`config.mk`:
```
export PLATFORM = sky130hd
export DESIGN_NAME = ssp_top
export DESIGN_NICKNAME = d
export VERILOG_FILES = /design/src/ssp_pkg.sv /design/src/ssp_sync.sv /design/src/ssp_shifter.sv /design/src/ssp_top.sv
export SDC_FILE = /design/constraint.sdc
export NUM_CORES = 1
export LEC_CHECK = 0
export BUFFER_PORTS_ARGS = -buffer_cell sky130_fd_sc_hd__buf_2
export CELL_PAD_IN_SITES_DETAIL_PLACEMENT = 0
export CELL_PAD_IN_SITES_GLOBAL_PLACEMENT = 1
export CORE_ASPECT_RATIO = 1.1
export CORE_MARGIN = 4
export CORE_UTILIZATION = 42
export CTS_CLUSTER_DIAMETER = 30
export DETAILED_ROUTE_END_ITERATION = 16
export PLACE_DENSITY = 0.82
export SLEW_MARGIN = 20
export SYNTH_ARGS = -nofsm -noshare
export SYNTH_HDL_FRONTEND = slang
export SYNTH_SLANG_ARGS = --single-unit
export TNS_END_PERCENT = 20
```
`constraint.sdc`:
```
create_clock -name clock -period 2.35 [get_ports clock]
set_clock_uncertainty 0.05 [all_clocks]
set_input_delay 0.235 -clock clock [delete_from_list [all_inputs] [get_ports clock]]
set_output_delay 0.235 -clock clock [all_outputs]
set_load 0.02 [all_outputs]
```
`src/ssp_pkg.sv`:
```
package ssp_pkg;
  // Register offsets
  localparam logic [7:0] CTRL_OFS = 8'h2a;
  localparam logic [7:0] FLAGS_OFS = 8'h28;
  localparam logic [7:0] DATA_OFS = 8'h29;
  // Control field positions
  localparam int RATE_LO = 0;
  localparam int PHA_BIT = 2;
  localparam int POL_BIT = 3;
  localparam int MASTER_SELECT_BIT = 4;
  localparam int BOS_BIT = 5;
  localparam int EN_BIT = 6;
  localparam int MODE_BIT = 7;
  // Flag positions in the flags register
  localparam int DONE_BIT = 7;
  localparam int WRITE_COLLISION_FLAG_BIT = 6;
  localparam int OVF_BIT = 5;
  // Reset values
  localparam logic [7:0] CTRL_RST = 8'h04;
  localparam logic [7:0] DATA_RST = 8'h00;
  // Half-period counts for the four rate codes (divide by 4/8/16/64)
  localparam logic [4:0] HALF_DIV4 = 5'h01;
  localparam logic [4:0] HALF_DIV8 = 5'h03;
  localparam logic [4:0] HALF_DIV16 = 5'h07;
  localparam logic [4:0] HALF_DIV64 = 5'h1f;
  localparam logic [3:0] EDGES_PER_BYTE = 4'h0;
  localparam logic [3:0] LAST_EDGE = 4'hf;
  typedef enum logic [1:0] {
    SSP_IDLE = 2'b00,
    SSP_LEAD = 2'b01,
    SSP_RUN = 2'b10
  } ssp_state_t;
endpackage

```
`src/ssp_sync.sv`:
```
`timescale 1ns/1ps
// Three-stage pin synchroniser; output changes once stages two and three agree
module ssp_sync
  import ssp_pkg::*;
(
  // Clock and reset
  input wire logic clock,
  input wire logic rst,
  // Pin in, filtered level out
  input wire logic pin,
  output logic level
);
  logic s1;
  logic s2;
  logic s3;
  logic next_level;

  // Agreement of last two stages
  assign next_level = (s2 == s3) ? s3 : level;

  always_ff @(posedge clock) begin
    if (rst) begin
      s1 <= 1'b0;
      s2 <= 1'b0;
      s3 <= 1'b0;
      level <= 1'b0;
    end else begin
      s1 <= pin;
      s2 <= s1;
      s3 <= s2;
      level <= next_level;
    end
  end
endmodule

```
`src/ssp_shifter.sv`:
```
`timescale 1ns/1ps
// Eight-bit shift register; one register carries out and in data
module ssp_shifter
  import ssp_pkg::*;
(
  // Clock and reset
  input wire logic clock,
  input wire logic rst,
  // Parallel load
  input wire logic load,
  input wire logic [7:0] load_data,
  // Serial control
  input wire logic lsb_first,
  input wire logic sample,
  input wire logic shift,
  input wire logic serial_in,
  // Outputs
  output logic serial_out,
  output logic [7:0] data
);
  logic held_bit;
  logic [7:0] shifted;

  // Shift direction per bit order
  assign shifted = lsb_first ? {held_bit, data[7:1]} : {data[6:0], held_bit};
  assign serial_out = lsb_first ? data[0] : data[7];

  // Sample holds the bit; shift moves it in
  always_ff @(posedge clock) begin
    if (rst) begin
      data <= DATA_RST;
      held_bit <= 1'b0;
    end else if (load) begin
      data <= load_data;
    end else begin
      if (sample) begin
        held_bit <= serial_in;
      end
      if (shift) begin
        data <= shifted;
      end
    end
  end
endmodule

```
`src/ssp_top.sv`:
```
// Strobed register access was chosen for this implementation.
`timescale 1ns/1ps
// Behaviour
// - Clock pin output as master, input slave
// - Master gives eight pulses, idle otherwise
// - Eight bits move each way together
// - Master drives mosi; slave drives miso
// - Deselected slave ignores clock, miso off
// - Shift one edge, sample the other
// - Phase zero edge selection by polarity
// - Phase one edge selection by polarity
// - Phase zero master: bit leads clock
// - Phase one master: bit at first edge
// - Bit order selects msb or lsb first
// - Done flag set after last shift; phase one sets it one cycle before its final shift
// - Slave phase zero write, select low collides
// - Slave phase one writes allowed when idle
// - Write during transfer sets collision
// - Shift register ends holding received byte
// - Slave overflow when done still set
// - Four master rates from system clock
// - Phase bit two, polarity bit three
// - Flags clear on status read then data access
// - Interrupt on done rising edge
// - Rate code divides by 4,8,16,64
module ssp_top
  import ssp_pkg::*;
(
  // System clock and reset
  input wire logic clock,
  input wire logic rst,
  // Register port
  input wire logic [7:0] reg_addr,
  input wire logic [7:0] reg_wdata,
  input wire logic reg_wr,
  input wire logic reg_rd,
  output logic [7:0] reg_rdata,
  // Serial clock pin
  input wire logic sclk_in,
  output logic sclk_out,
  output logic sclk_oe,
  // Master-out pin
  input wire logic mosi_in,
  output logic mosi_out,
  output logic mosi_oe,
  // Master-in pin
  input wire logic miso_in,
  output logic miso_out,
  output logic miso_oe,
  // Slave select, active low
  input wire logic ss_n,
  // Interrupt request
  output logic transfer_done_irq
);
  logic [7:0] ctrl;
  logic done_flag;
  logic write_collision_flag_flag;
  logic ovf_flag;
  logic status_seen;
  ssp_state_t state;
  ssp_state_t next_state;
  logic [4:0] div_cnt;
  logic [3:0] edge_cnt;
  logic sclk_int;
  logic sclk_lvl;
  logic sclk_prev;
  logic ss_lvl;
  logic done_prev;

  // Control fields
  logic pha;
  logic pol;
  logic master_select;
  logic lsb_first;
  logic enable;
  logic [1:0] rate;
  assign rate = ctrl[RATE_LO+1:RATE_LO];
  assign pha = ctrl[PHA_BIT];
  assign pol = ctrl[POL_BIT];
  assign master_select = ctrl[MASTER_SELECT_BIT];
  assign lsb_first = ctrl[BOS_BIT];
  assign enable = ctrl[EN_BIT];

  // Register decode
  logic wr_ctrl;
  logic wr_data;
  logic rd_flags;
  logic rd_data;
  logic data_access;
  assign wr_ctrl = reg_wr && (reg_addr == CTRL_OFS);
  assign wr_data = reg_wr && (reg_addr == DATA_OFS);
  assign rd_flags = reg_rd && (reg_addr == FLAGS_OFS);
  assign rd_data = reg_rd && (reg_addr == DATA_OFS);
  assign data_access = wr_data || rd_data;

  function automatic logic [4:0] half_of(input logic [1:0] code);
    unique case (code)
      2'b00: half_of = HALF_DIV4;
      2'b01: half_of = HALF_DIV8;
      2'b10: half_of = HALF_DIV16;
      2'b11: half_of = HALF_DIV64;
    endcase
  endfunction

  ssp_sync u_sync_sclk (
    .clock(clock),
    .rst(rst),
    .pin(sclk_in),
    .level(sclk_lvl)
  );
  ssp_sync u_sync_ss (
    .clock(clock),
    .rst(rst),
    .pin(ss_n),
    .level(ss_lvl)
  );

  // Master timing
  logic busy;
  logic half_tick;
  logic m_edge;
  logic m_leading;
  assign busy = (state != SSP_IDLE);
  assign half_tick = busy && (div_cnt == 5'h00);
  assign m_edge = (state == SSP_RUN) && half_tick;
  // Leading edge is the first of each pair, at an even edge count
  assign m_leading = (edge_cnt[0] == 1'b0);

  // Slave edge detection
  logic slave_sel;
  logic s_rise;
  logic s_fall;
  logic s_leading;
  logic s_edge;
  assign slave_sel = enable && !master_select && !ss_lvl;
  assign s_rise = slave_sel && sclk_lvl && !sclk_prev;
  assign s_fall = slave_sel && !sclk_lvl && sclk_prev;
  assign s_leading = pol ? s_fall : s_rise;
  assign s_edge = s_rise || s_fall;

  // leading edge samples at phase 0, shifts at phase 1
  logic any_edge;
  logic is_leading;
  logic do_sample;
  logic do_shift;
  assign any_edge = master_select ? m_edge : s_edge;
  assign is_leading = master_select ? m_leading : s_leading;
  assign do_sample = any_edge && (is_leading ^ pha);
  // phase one: last sampled bit moves in a cycle later
  logic tail_shift;
  assign do_shift = (any_edge && !(is_leading ^ pha) &&
                    !(pha && (edge_cnt == EDGES_PER_BYTE))) || tail_shift;

  // Slave and master transfer bookkeeping
  logic s_last;
  logic m_last;
  logic xfer_end;
  assign s_last = !master_select && s_edge && (edge_cnt == LAST_EDGE);
  assign m_last = m_edge && (edge_cnt == LAST_EDGE);
  assign xfer_end = s_last || m_last;

  logic slave_busy;
  logic collide;
  logic accept;
  assign slave_busy = !master_select && (edge_cnt != EDGES_PER_BYTE);
  assign collide = wr_data && (busy || slave_busy ||
                   (!master_select && !pha && !ss_lvl));
  assign accept = wr_data && !collide;
  logic start;
  assign start = accept && master_select && enable;

  // flags clear after status read then data access
  logic flag_clear;
  assign flag_clear = status_seen && data_access;

  // Master sequencer
  always_comb begin
    next_state = state;
    unique case (state)
      SSP_IDLE: if (start) next_state = SSP_LEAD;
      SSP_LEAD: if (half_tick) next_state = SSP_RUN;
      SSP_RUN: if (m_last) next_state = SSP_IDLE;
      default: next_state = SSP_IDLE;
    endcase
  end

  // Shift register
  logic [7:0] shift_data;
  logic shift_out;
  logic serial_in;
  assign serial_in = master_select ? miso_in : mosi_in;
  ssp_shifter u_shift (
    .clock(clock),
    .rst(rst),
    .load(accept),
    .load_data(reg_wdata),
    .lsb_first(lsb_first),
    .sample(do_sample),
    .shift(do_shift),
    .serial_in(serial_in),
    .serial_out(shift_out),
    .data(shift_data)
  );

  // Control and status bookkeeping
  always_ff @(posedge clock) begin
    if (rst) begin
      ctrl <= CTRL_RST;
      status_seen <= 1'b0;
      sclk_prev <= 1'b0;
      done_prev <= 1'b0;
      tail_shift <= 1'b0;
    end else begin
      if (wr_ctrl) begin
        ctrl <= reg_wdata;
      end
      if (rd_flags) begin
        status_seen <= 1'b1;
      end else if (data_access) begin
        status_seen <= 1'b0;
      end
      sclk_prev <= sclk_lvl;
      done_prev <= done_flag;
      // Phase one ends on a sample edge; shift it in next cycle
      tail_shift <= xfer_end && pha;
    end
  end

  // Flags: a set in the clear cycle wins
  always_ff @(posedge clock) begin
    if (rst) begin
      done_flag <= 1'b0;
      write_collision_flag_flag <= 1'b0;
      ovf_flag <= 1'b0;
    end else begin
      done_flag <= xfer_end || (done_flag && !flag_clear);
      write_collision_flag_flag <= collide || (write_collision_flag_flag && !flag_clear);
      // slave overflow; master switch clears it
      ovf_flag <= (s_last && done_flag) ||
                  (ovf_flag && !flag_clear && !master_select);
    end
  end

  // Divider, edge counter and master clock
  always_ff @(posedge clock) begin
    if (rst) begin
      state <= SSP_IDLE;
      div_cnt <= 5'h00;
      edge_cnt <= EDGES_PER_BYTE;
      sclk_int <= 1'b0;
    end else begin
      state <= next_state;
      if (start || half_tick) begin
        div_cnt <= half_of(rate);
      end else if (busy) begin
        div_cnt <= div_cnt - 5'h01;
      end
      if (any_edge) begin
        edge_cnt <= edge_cnt + 4'h1;
      end else if (!master_select && ss_lvl) begin
        edge_cnt <= EDGES_PER_BYTE;
      end
      if (m_edge) begin
        sclk_int <= !sclk_int;
      end else if (!busy) begin
        sclk_int <= 1'b0;
      end
    end
  end

  // clock pin driven only as master, idle at polarity
  assign sclk_oe = enable && master_select;
  assign sclk_out = sclk_int ^ pol;
  // mosi carries the current output bit
  assign mosi_oe = enable && master_select;
  assign mosi_out = shift_out;
  assign miso_oe = slave_sel;
  assign miso_out = shift_out;

  assign transfer_done_irq = done_flag && !done_prev;

  // Read data one cycle later
  logic [7:0] next_rdata;
  assign next_rdata =
    (reg_rd && reg_addr == CTRL_OFS) ? ctrl :
    rd_data ? shift_data :
    rd_flags ? {done_flag, write_collision_flag_flag, ovf_flag & !master_select, 5'h00} : 8'h00;
  always_ff @(posedge clock) begin
    if (rst) begin
      reg_rdata <= 8'h00;
    end else begin
      reg_rdata <= next_rdata;
    end
  end

  chk_done_after_last: assert property (
    @(posedge clock) disable iff (rst) xfer_end |=> done_flag)
    else $error("done flag not set");
  chk_collide_sets_write_collision_flag: assert property (
    @(posedge clock) disable iff (rst) (wr_data && busy) |=> write_collision_flag_flag)
    else $error("collision missed");
  chk_slave_no_drive: assert property (
    @(posedge clock) disable iff (rst)
    (!master_select && ss_n) [*5] |-> !miso_oe)
    else $error("miso driven");
  chk_idle_clock_level: assert property (
    @(posedge clock) disable iff (rst)
    (master_select && !busy) |-> (sclk_out == pol))
    else $error("clock not idle");
  chk_irq_on_rise: assert property (
    @(posedge clock) disable iff (rst)
    $rose(done_flag) |-> transfer_done_irq)
    else $error("irq missing");
  chk_master_len: assert property (
    @(posedge clock) disable iff (rst)
    (start && rate == 2'b00) |-> ##34 busy ##1 !busy)
    else $error("master transfer length");
  chk_slave_pha0: assert property (
    @(posedge clock) disable iff (rst)
    (wr_data && !master_select && !pha && !ss_lvl) |=> write_collision_flag_flag)
    else $error("slave collision missed");
  chk_ovf_slave: assert property (
    @(posedge clock) disable iff (rst)
    (s_last && done_flag) |=> ovf_flag)
    else $error("overflow missed");
  // Main scenarios
  cov_master: cover property (@(posedge clock) start ##[1:300] m_last);
  cov_slave: cover property (@(posedge clock) s_last);
  cov_write_collision_flag: cover property (@(posedge clock) collide);
endmodule

```
* Word-level counts from Yosys, hierarchy flattened *
Index checks and enable logic that the tools add are counted.

storage, ports and cells
  register bits = 52
  bits of input ports = 24
  output and inout port bits = 15
  word-level logic and storage cells = 139

operators by class
  add/subtract/negate cells = 2
  equal/unequal tests = 15
  mux-type cells = 24
  bitwise operators = 5
  reduce and logical (&&, ||, !) cells = 70

operators with widths
  cell                 number
  $mux 8               6
  $logic_and 1x1->1    37
  $eq 8x6->1 const B   3
  $pmux 5 s4           1
  $logic_not 1->1      11
  $logic_or 1x1->1     10
  $mux 5               2
  $reduce_bool 2->1    5
  $mux 1               9
  $mux 4               2
  $eq 2x2->1 const B   3
  $mux 2               3
  $ne 2x2->1 const B   3
  $pmux 2 s3           1
  $logic_not 5->1      1
  $sub 5x1->5 const B  1
  $add 4x1->4 const B  1
  $eq 2x1->1 const B   2
  $eq 4x4->1 const B   1
  $logic_not 2->1      2
  $logic_not 4->1      1
  $reduce_bool 4->1    1
  $reduce_and 3->1     1
  $eq 1x1->1           2
  other kinds (5)      7

* Longest topological paths before layout *
Gate-level depths: netlist (run 1).

  depth after elaboration = 14
  depth in mapped cells = 9
  mapped depth without buffers = 8

* Hierarchy *
From an unflattened synthesis (run 1), not the netlist that was laid out.

second synthesis, totals
  cell total of the unflattened synthesis = 289
  area total of the unflattened synthesis = 2,551.2 µm²

modules (own cells, without submodules)
  module       instances  cells each  area each (µm²)  seq. area each (µm²)
  ssp_top      1          210         1,790.5          700.7
  ssp_shifter  1          59          535.5            180.2
  ssp_sync     2          10          112.6            80.1

* Worst setup path after synthesis (run 1) *
Ideal clock, no wire load.

  path type = flip-flop to flip-flop
  start point = reg ctrl[6]
  end point = reg u_shift.data[0]
  library setup time = 0.128 ns
  arrival time = 2.046 ns
  required time = 2.172 ns
  path slack = 0.127 ns
  cell stages (with the launch flop) = 7
  path buffers = 0
  clock period less this slack = 2.223 ns
  cell sequence = dfxtp_1 -> nor3b_2 -> o21ai_0 -> and2_1 -> a2111oi_4 -> mux2i_1 -> nor2_1

between the ends
  longest elaborated chain between the ends = 12
  elaborated cells between the ends (all ways) = 16
  those cells by class = mux (3); bitwise (1); reduce/logical (12)

RTL lines
  what                                                       line                            text
  start, declared                                            ssp_top.sv:55                   logic [7:0] ctrl;
  start signal, assigned                                     ssp_top.sv:215                  ctrl <= reg_wdata;
  $logic_and 1x1->1 (*) (2 in series)                        ssp_top.sv:135                  assign slave_sel = enable && !master_select && !ss_lvl;
  via miso_oe                                                ssp_top.sv:49                   output logic miso_oe,
  $logic_and 1x1->1, on equally long branches (2 in series)  ssp_top.sv:136, ssp_top.sv:137
  $mux 1                                                     ssp_top.sv:138                  assign s_leading = pol ? s_fall : s_rise;
  $mux 1                                                     ssp_top.sv:147                  assign is_leading = master_select ? m_leading : s_leading;
  $xor 1x1->1                                                ssp_top.sv:151                  assign do_shift = (any_edge && !(is_leading ^ pha) &&
  $logic_not 1->1                                            ssp_top.sv:151
  $logic_and 1x1->1 (*) (2 in series)                        ssp_top.sv:151
  $logic_or 1x1->1 (*)                                       ssp_top.sv:152                  !(pha && (edge_cnt == EDGES_PER_BYTE))) || tail_shift;
  $reduce_bool 2->1 (no source line) (*)                     -
  end signal, assigned                                       ssp_shifter.sv:34               data <= load_data;
  end signal, assigned                                       ssp_shifter.sv:40               data <= shifted;
  end, declared                                              ssp_shifter.sv:19               output logic [7:0] data

The timed path passes the listed nets; every way through them passes the cells marked *.
A chain may end at the register's enable or synchronous reset.

* Worst setup path after layout (run 1) *
  start point = reg edge_cnt[0]
  end point = reg u_shift.data[5]

between the ends
  longest elaborated chain between the ends = 8
  elaborated cells between the ends (all ways) = 19
  those cells by class = mux (2); bitwise (2); reduce/logical (15)

RTL lines
  what                                                          line                            text
  start, declared                                               ssp_top.sv:63                   logic [3:0] edge_cnt;
  start signal, assigned                                        ssp_top.sv:259                  edge_cnt <= edge_cnt + 4'h1;
  $reduce_bool 4->1 / $not 1->1 (equally long branches)         ssp_top.sv:165, ssp_top.sv:127
  $logic_and 1x1->1 / $mux 1 (equally long branches)            ssp_top.sv:165, ssp_top.sv:147
  $logic_or 1x1->1 / $xor 1x1->1 (equally long branches)        ssp_top.sv:166, ssp_top.sv:151
  $logic_or 1x1->1 / $logic_not 1->1 (equally long branches)    ssp_top.sv:166, ssp_top.sv:151
  $logic_and 1x1->1, on equally long branches                   ssp_top.sv:166, ssp_top.sv:151
  $logic_not 1->1 / $logic_and 1x1->1 (equally long branches)   ssp_top.sv:168, ssp_top.sv:151
  $logic_and 1x1->1 / $logic_or 1x1->1 (equally long branches)  ssp_top.sv:168, ssp_top.sv:152
  $mux 8 / $reduce_bool 2->1 (equally long branches)            -

Parallel ways exist; a longest one is shown, timed or not.

==> results of run 1 <==
-- cell type report --
type,instances,area [sq um]
clock buffers,5,68.82
flip-flops and latches,52,1041
inverters,8,30.03
fillers,544,2778
repair buffers,59,372.9
well taps,77,96.34
clock inverters,2,12.51
multi-input cells,208,1370
-- power by group --
group / switching, mW / internal, mW / leakage, nW
combinational: 0.0344 / 0.0263 / 0.811
sequential: 0.00179 / 0.885 / 0.420
clock: 0.297 / 0.203 / 0.0400
total: 0.333 / 1.11 / 1.27
-- worst max path at each step --
stage | startpoint | endpoint | slack, ps
after floorplan | ctrl[6] | u_shift.data[0] | 130
after global placement | u_sync_sclk.level | u_shift.data[3] | 1
after detailed placement | div_cnt[0] | u_shift.data[5] | -30
after CTS | edge_cnt[0] | u_shift.data[0] | 140
after global routing | edge_cnt[1] | u_shift.data[5] | 3
final | edge_cnt[0] | u_shift.data[5] | 150
-- critical path: cells and delay by family (launching register included) --
| kind | cells | cell delay, ps |
|---|---|---|
| AND/OR/NAND/NOR | 2 | 310 |
| multiplexers | 1 | 190 |
| adder cells (fa/ha/maj) | 1 | 200 |
| buffers and inverters | 3 | 390 |
| AO/OA/AOI/OAI | 2 | 580 |
| flip-flops | 1 | 360 |
-- routing by layer --
metal | GRT usage, % | wire [um]
met4 | 4.079 | 40
met1 | 23.64 | 2755
met3 | 3.327 | 304
met5 | 0 | 0
met2 | 26.44 | 2641
-- state kept, by name, summed over array words and instances (netlist names) --
| register | flops |
|---|---|
| ctrl | 8 |
| reg_rdata | 8 |
| u_shift.data | 8 |
| div_cnt | 5 |
| edge_cnt | 4 |
| state | 2 |
| done_flag | 1 |
| done_prev | 1 |
| ovf_flag | 1 |
| sclk_int | 1 |
| sclk_prev | 1 |
| status_seen | 1 |
| tail_shift | 1 |
| u_shift.held_bit | 1 |
| u_sync_sclk.level | 1 |
| u_sync_sclk.s1 | 1 |
| u_sync_sclk.s2 | 1 |
| u_sync_sclk.s3 | 1 |
| u_sync_ss.level | 1 |
| u_sync_ss.s1 | 1 |
| u_sync_ss.s2 | 1 |
| u_sync_ss.s3 | 1 |
| write_collision_flag_flag | 1 |
-- timing repair --
item | in CTS | in global routing
gates resized for setup | 0 | 1
pin swaps | 1 | 0
setup buffers | 1 | 0
endpoints found under the setup margin | 8 | 1
-- kinds of logic (layout without fill, tap and decap cells) --
group | Yosys count | count (layout) | synth area share, %
buffers and inverters | 21 | 74 | 3.800
AND/OR/NAND/NOR | 111 | 111 | 23.15
flip-flops | 52 | 52 | 41.60
multiplexers | 30 | 30 | 12.85
XOR/XNOR | 4 | 4 | 1.400
AO/OA/AOI/OAI | 59 | 59 | 15.20
adder cells (fa/ha/maj) | 4 | 4 | 2.000
-- synthesized netlist by cell type (2+ instances only) --
cell                        n
sky130_fd_sc_hd__dfxtp_1   52
sky130_fd_sc_hd__nor2_1    32
sky130_fd_sc_hd__a21oi_1   28
sky130_fd_sc_hd__nand2_1   28
sky130_fd_sc_hd__mux2_2    17
sky130_fd_sc_hd__mux2i_1   13
sky130_fd_sc_hd__nor2b_1   11
sky130_fd_sc_hd__clkbuf_1   9
sky130_fd_sc_hd__inv_1      8
sky130_fd_sc_hd__o21ai_0    8
sky130_fd_sc_hd__nor3_1     7
sky130_fd_sc_hd__a22oi_1    6
sky130_fd_sc_hd__nand3_1    6
sky130_fd_sc_hd__nand3b_1   6
sky130_fd_sc_hd__ha_1       4
sky130_fd_sc_hd__nor3b_1    4
sky130_fd_sc_hd__a211o_1    3
sky130_fd_sc_hd__a21o_1     3
sky130_fd_sc_hd__a211oi_1   2
sky130_fd_sc_hd__a31oi_1    2
sky130_fd_sc_hd__and2_1     2
sky130_fd_sc_hd__and3_1     2
sky130_fd_sc_hd__buf_4      2
sky130_fd_sc_hd__nand2b_1   2
sky130_fd_sc_hd__nand4b_1   2
sky130_fd_sc_hd__xnor2_1    2
sky130_fd_sc_hd__xor2_1     2
-- metrics by stage --
stage | area [sq um] | hold slack [ps] | worst slack [ps] | std cells | power (mW)
floorplan | 2502 | 309.3 | 126.8 | 281 | 0.9333
detailed placement | 2887 | 385.6 | -26.56 | 403 | 0.9679
global route | 2992 | 86.04 | 3.164 | 411 | 1.504
finish | 2992 | 84.14 | 146.8 | 411 | 1.447
global placement | 2887 | 379.7 | 1.493 | 403 | 0.9682
CTS | 2988 | 72.52 | 141.6 | 411 | 1.463
==> key figures, run 1 <==
Run status
  – Status: finished clean

Critical path
  – Worst reg2reg endpoint: u_shift.data[5]
  – Maximum net fanout on the critical path: 10
  – Largest stage delay on the critical path: between 300 and 400 ps
  – Library cell appearing most often on the critical path: sky130_fd_sc_hd__buf_12
  – Data arrival time of the critical path: ~2300 ps
  – Kind of start point of the critical path: flop
  – Kind of end point of the critical path: flop
  – Start of the worst register-to-register path: edge_cnt[0]
  – Worst path required time: 2490 ps
  – CP cell instances: inv_1 -> ha_1 -> a31oi_1 -> and4bb_1 -> buf_12 -> a2111oi_4 -> buf_12 -> mux2i_1 -> nor2_1
  – Worst reg-to-reg setup slack: about 150 ps
  – Worst Path Class, Setup: flop to flop
  – Number of cells on the worst reg-to-reg path: 9
  – Cell with the largest stage delay on the worst path: sky130_fd_sc_hd__dfxtp_1

Drt
  – Remaining number of nets flagged by the antenna check after routing: 0
  – Via count: roughly 2,100
  – Remaining DRCs: 0
  – Total wire length after detailed routing: between 5000 and 6000 um
  – First-iteration detailed-routing DRC count: 74
  – Vias per Instance: around 5.2
  – Routed wire per std cell: between 10 and 15 um
  – 1st-pass router iterations: 4

Clock network
  – Post-CTS Hold Buffers: 0
  – Maximum level of the CTS H-tree: 2
  – Clock tree from TritonCTS: yes
  – Clock transition time at the flip-flop clock pins of the worst setup and hold paths: 90 ps
  – Cell chosen for the clock root: sky130_fd_sc_hd__clkbuf_8
  – Total number of clock tree sinks: 52
  – Number of buffers inserted during clock tree synthesis: 5
  – Maximum number of buffers from clock root to sink: 2
  – Clock latency at the later pin of the worst-skew pair: approximately 300 ps

Min path
  – Hold path startpoint: sclk_in
  – Count of cells along the worst hold path: 2
  – Type of the most critical hold path: input pin to flop
  – Hold-critical path endpoint: u_sync_sclk.s1

STA
  – Endpoints failing hold: 0
  – Maximum clock frequency: ~0.45 GHz
  – Setup TNS: 0 ps
  – Final Slew Violations: 0
  – Slew at the pin closest to its max-slew limit: between 500 and 600 ps
  – Final worst-path cycle share: between 90% and 100%
  – Final worst path period need: about 2200 ps
  – RSZ-0062 raised after global routing: no
  – Worst slew margin relative to its limit: roughly two thirds
  – Final setup violation count: 0

Placement
  – HPWL Detailed: 4320 um
  – PortBufs: 38
  – RD Place Congestion: 0.7973

Yosys
  – Net count of the mapped netlist: 309
  – Fraction of synthesis flops using an asynchronous set or reset pin: 0%
  – Area leader, netlist: sky130_fd_sc_hd__dfxtp_1
  – Number of different library cells in the post-synthesis netlist: 45
  – Area contributors post-synth: sky130_fd_sc_hd__dfxtp_1, sky130_fd_sc_hd__mux2_2, sky130_fd_sc_hd__a21oi_1
  – Mean instance size in the synthesized netlist: slightly below 9 sq um
  – Post-Synthesis Cells: between 200 and 300
  – Post-synthesis sequential element count: 52
  – Area share of the largest cell type after synthesis: 41.60%
  – Number of flops mapped to enable cells by yosys: 0
  – Predominant post-synthesis flop cell: sky130_fd_sc_hd__dfxtp_1
  – Netlist Area Pre-Place: 0.002502 sq mm
  – Warnings from Yosys: 0
  – Share of synthesized area occupied by flip-flops and latches: between 40% and 50%

Cells and area
  – Most common cell after layout, fill and taps aside: sky130_fd_sc_hd__dfxtp_1
  – Diodes inserted: 0
  – Share of final-layout standard cells stronger than drive strength 1: between 20% and 30%
  – Area growth from synthesis to layout: 19.55%
  – Net total in the final layout: 362
  – Commonest cells after routing, fill and taps aside: sky130_fd_sc_hd__dfxtp_1, sky130_fd_sc_hd__buf_2, sky130_fd_sc_hd__nor2_1
  – Core occupancy in the finished layout: between 50% and 60%

Floorplanning
  – Core Box Area: 0.005769 sq mm
  – Top-Level Pins: 39
  – Die width: between 80 and 90 um
  – Standard-cell row count: 29
  – Starting utilization of the core area: a little over two fifths
  – Vert. Die Dim: 88.96 um
  – Area of the die: 0.007258 sq mm

Run
  – Max-cap violations: 0

GRT
  – Largest net degree at the start of global routing: 21
  – Number of antenna violations at the first check in global routing: 0
  – Via count of the first global-routing pass: ~2,000
  – Global route overflow: 0
  – Overall fraction of global-route tracks in use: roughly 17%
  – Global-route wire length before repair: about 9400 um

Power and ir drop
  – Leakage dissipation: around 1.3 nW
  – VDD IR max: 283.5 uV
  – PD cells: just under 500 mW/mm^2
No activity file was read; power rests on OpenSTA's default activity.
==> inputs of run 2 (changes only) <==
--- a/config.mk
+++ b/config.mk
@@ -8,7 +8,7 @@
 export BUFFER_PORTS_ARGS = -buffer_cell sky130_fd_sc_hd__buf_2
 export CELL_PAD_IN_SITES_DETAIL_PLACEMENT = 0
 export CELL_PAD_IN_SITES_GLOBAL_PLACEMENT = 1
-export CORE_ASPECT_RATIO = 1.1
+export CORE_ASPECT_RATIO = 0.8
 export CORE_MARGIN = 4
 export CORE_UTILIZATION = 42
 export CTS_CLUSTER_DIAMETER = 30
==> run 2 against run 1 <==
  * Sequential cell count stayed put
  * Total power is 8.5% higher
  * Global-route usage is 0.63 points higher
  * Fmax is 0.78% lower
  * Critical path type unchanged
==> key figures, run 2 (synthesis results as in run 1) <==
Drt
  – Remaining number of nets flagged by the antenna check after routing: 0 (unchanged)
  – 1st-pass router iterations: 4 (unchanged)
  – Post-Route M1 WL: 3219 um (+17%)
  – Met3 wire len: 258 um (-15%)
  – Highest routing layer actually used: met4
  – Routed wire per std cell: 14.70 um (+5.2%)
  – Remaining DRCs: 0 (unchanged)
  – Vias per Instance: 5.182 (-0.48%)
  – Total met2 wirelength after detailed routing: 2455 um (-7.0%)
  – Via count: 2,109 (-1.4%)
  – First-iteration detailed-routing DRC count: 117 (+58%)
  – Total wire length after detailed routing: 5981 um (+4.2%)

Run status
  – Status: finished clean

GRT
  – Via count of the first global-routing pass: 1,990 (+0.81%)
  – Number of antenna violations at the first check in global routing: 0 (unchanged)
  – Global route overflow: 0 (unchanged)
  – Overall fraction of global-route tracks in use: 17.40% (+0.63 points)
  – Largest net degree at the start of global routing: 18 (-14%)
  – Global-route wire length before repair: 9991 um (+5.8%)

Floorplanning
  – Standard-cell row count: 24 (-17%)
  – Die width: 94.30 um (+16%)
  – Vert. Die Dim: 77.04 um (-13%)
  – Top-Level Pins: 39 (unchanged)
  – Area of the die: 0.007265 sq mm (about the same)
  – Core Box Area: 0.005615 sq mm (-2.7%)
  – Starting utilization of the core area: 44.56% (+1.2 points)

STA
  – Final Slew Violations: 0 (unchanged)
  – Worst slew margin relative to its limit: 62.21% (-3.9 points)
  – Endpoints failing hold: 0 (unchanged)
  – Final setup violation count: 0 (unchanged)
  – Maximum clock frequency: 0.4503 GHz (-0.78%)
  – Final worst path period need: 2221 ps (+17.34 ps)
  – Slew at the pin closest to its max-slew limit: 564.8 ps (+58.67 ps)
  – Final worst-path cycle share: 94.49% (+0.74 points)
  – Setup TNS: 0 ps (unchanged)
  – WHS: 91.86 ps (+7.720 ps)

Clock network
  – Total number of clock tree sinks: 52 (unchanged)
  – Count of buffers added by post-CTS timing repair for setup: 0 (-1)
  – Cell chosen for the clock root: sky130_fd_sc_hd__clkbuf_8
  – Clock transition time at the flip-flop clock pins of the worst setup and hold paths: 90 ps (about the same)
  – Maximum number of buffers from clock root to sink: 2 (unchanged)
  – Maximum level of the CTS H-tree: 2 (unchanged)
  – Clock latency at the later pin of the worst-skew pair: 310 ps (about the same)
  – Number of buffers inserted during clock tree synthesis: 5 (unchanged)
  – Post-CTS Hold Buffers: 0 (unchanged)
  – Clock tree from TritonCTS: yes

Placement
  – Placed instance area: 0.002850 sq mm (-1.3%)
  – PortBufs: 38 (unchanged)
  – RD Place Congestion: 0.8072 (+1.2%)
  – HPWL Detailed: 4476 um (+3.6%)
  – Cell count after placement: 399 (-0.99%)

Cells and area
  – Diodes inserted: 0 (unchanged)
  – Area growth from synthesis to layout: 18.80%
  – Commonest cells after routing, fill and taps aside: sky130_fd_sc_hd__dfxtp_1, sky130_fd_sc_hd__buf_2, sky130_fd_sc_hd__nor2_1
  – Net total in the final layout: 356 (-1.7%)
  – Post-route non-filler standard cell count: 407 (-0.97%)
  – Share of final-layout standard cells stronger than drive strength 1: 26.14% (-0.81 points)
  – Most common cell after layout, fill and taps aside: sky130_fd_sc_hd__dfxtp_1
  – Regs by FF count: ctrl x8, reg_rdata x8, u_shift.data x8
  – Final standard cell area without fillers: 0.002973 sq mm (-0.63%)

Power and ir drop
  – VDD IR max: 345.5 uV (+22%)
  – Leakage dissipation: 1.255 nW (-1.2%)
  – PD cells: 528.1 mW/mm^2 (+9.2%)

Min path
  – Count of cells along the worst hold path: 2 (unchanged)
  – Type of the most critical hold path: input pin to flop

Critical path
  – Kind of start point of the critical path: flop
  – Kind of end point of the critical path: flop
  – Worst Path Class, Setup: flop to flop
  – Number of cells on the worst reg-to-reg path: 9 (unchanged)
  – Maximum net fanout on the critical path: 10 (unchanged)
  – Cell with the largest stage delay on the worst path: sky130_fd_sc_hd__dfxtp_1
  – Largest stage delay on the critical path: 360 ps (about the same)
  – CP cell instances: inv_1 -> ha_1 -> a31oi_1 -> and4bb_1 -> buf_12 -> a2111oi_4 -> buf_4 -> mux2i_1 -> nor2_1
  – Data arrival time of the critical path: 2370 ps (+30 ps)
  – Worst path required time: 2500 ps (about the same)

Run
  – Max-cap violations: 0 (unchanged)
run 2: power by group:
group	internal (mW)	leakage, nW	switching (mW)
Sequential	0.885	0.420	0.00171
Clock	0.317	0.0552	0.305
Combinational	0.0263	0.780	0.0356
run 2: worst max-delay path: cells and delay by family (launching register included):
kind | cells | cell delay [ps]
AO/OA/AOI/OAI | 2 | 440
multiplexers | 1 | 220
AND/OR/NAND/NOR | 2 | 320
buffers and inverters | 3 | 500
flip-flops | 1 | 360
adder cells (fa/ha/maj) | 1 | 220
run 2: stage by stage:
stage / utilization (%) / power (mW) / worst slack (ps)
6_report: 52.94 / 1.570 / 129.4
5_1_grt: 52.94 / 1.631 / -5.316
4_1_cts: 52.67 / 1.580 / 38.30
3_5_place_dp: 50.76 / 0.9687 / 71.47
3_3_place_gp: 50.76 / 0.9684 / 127.2
2_1_floorplan: - / 0.9333 / 126.8
run 2: per-layer routing:
layer,vias up,track usage (%)
li1,1078,-
met4,0,4.329
met1,985,27.11
met3,5,3.327
met2,41,24.22
met5,-,0
run 2: layout make-up:
type / count / area, sq um
Inverter: 8 / 30.03
Clock buffer: 6 / 72.57
Fill cell: 535 / 2643
Tap cell: 78 / 97.59
Multi-Input combinational cell: 208 / 1381
Clock inverter: 2 / 35.03
Timing Repair Buffer: 53 / 315.3
Sequential cell: 52 / 1041
run 2: worst paths after layout:
path	start	endpoint	slack [ps]
worst max-delay path	edge_cnt[0]	u_shift.data[4]	130
worst min-delay path	ss_n	u_sync_ss.s1	90
worst max register to register	edge_cnt[0]	u_shift.data[4]	130
worst min register to register	u_sync_sclk.s1	u_sync_sclk.s2	400
run 2: timing repair:
action / in CTS / in global routing
resized for setup: 0 / 3
endpoints found under the setup margin: 0 / 12
endpoints found under the hold margin: 0 / 0
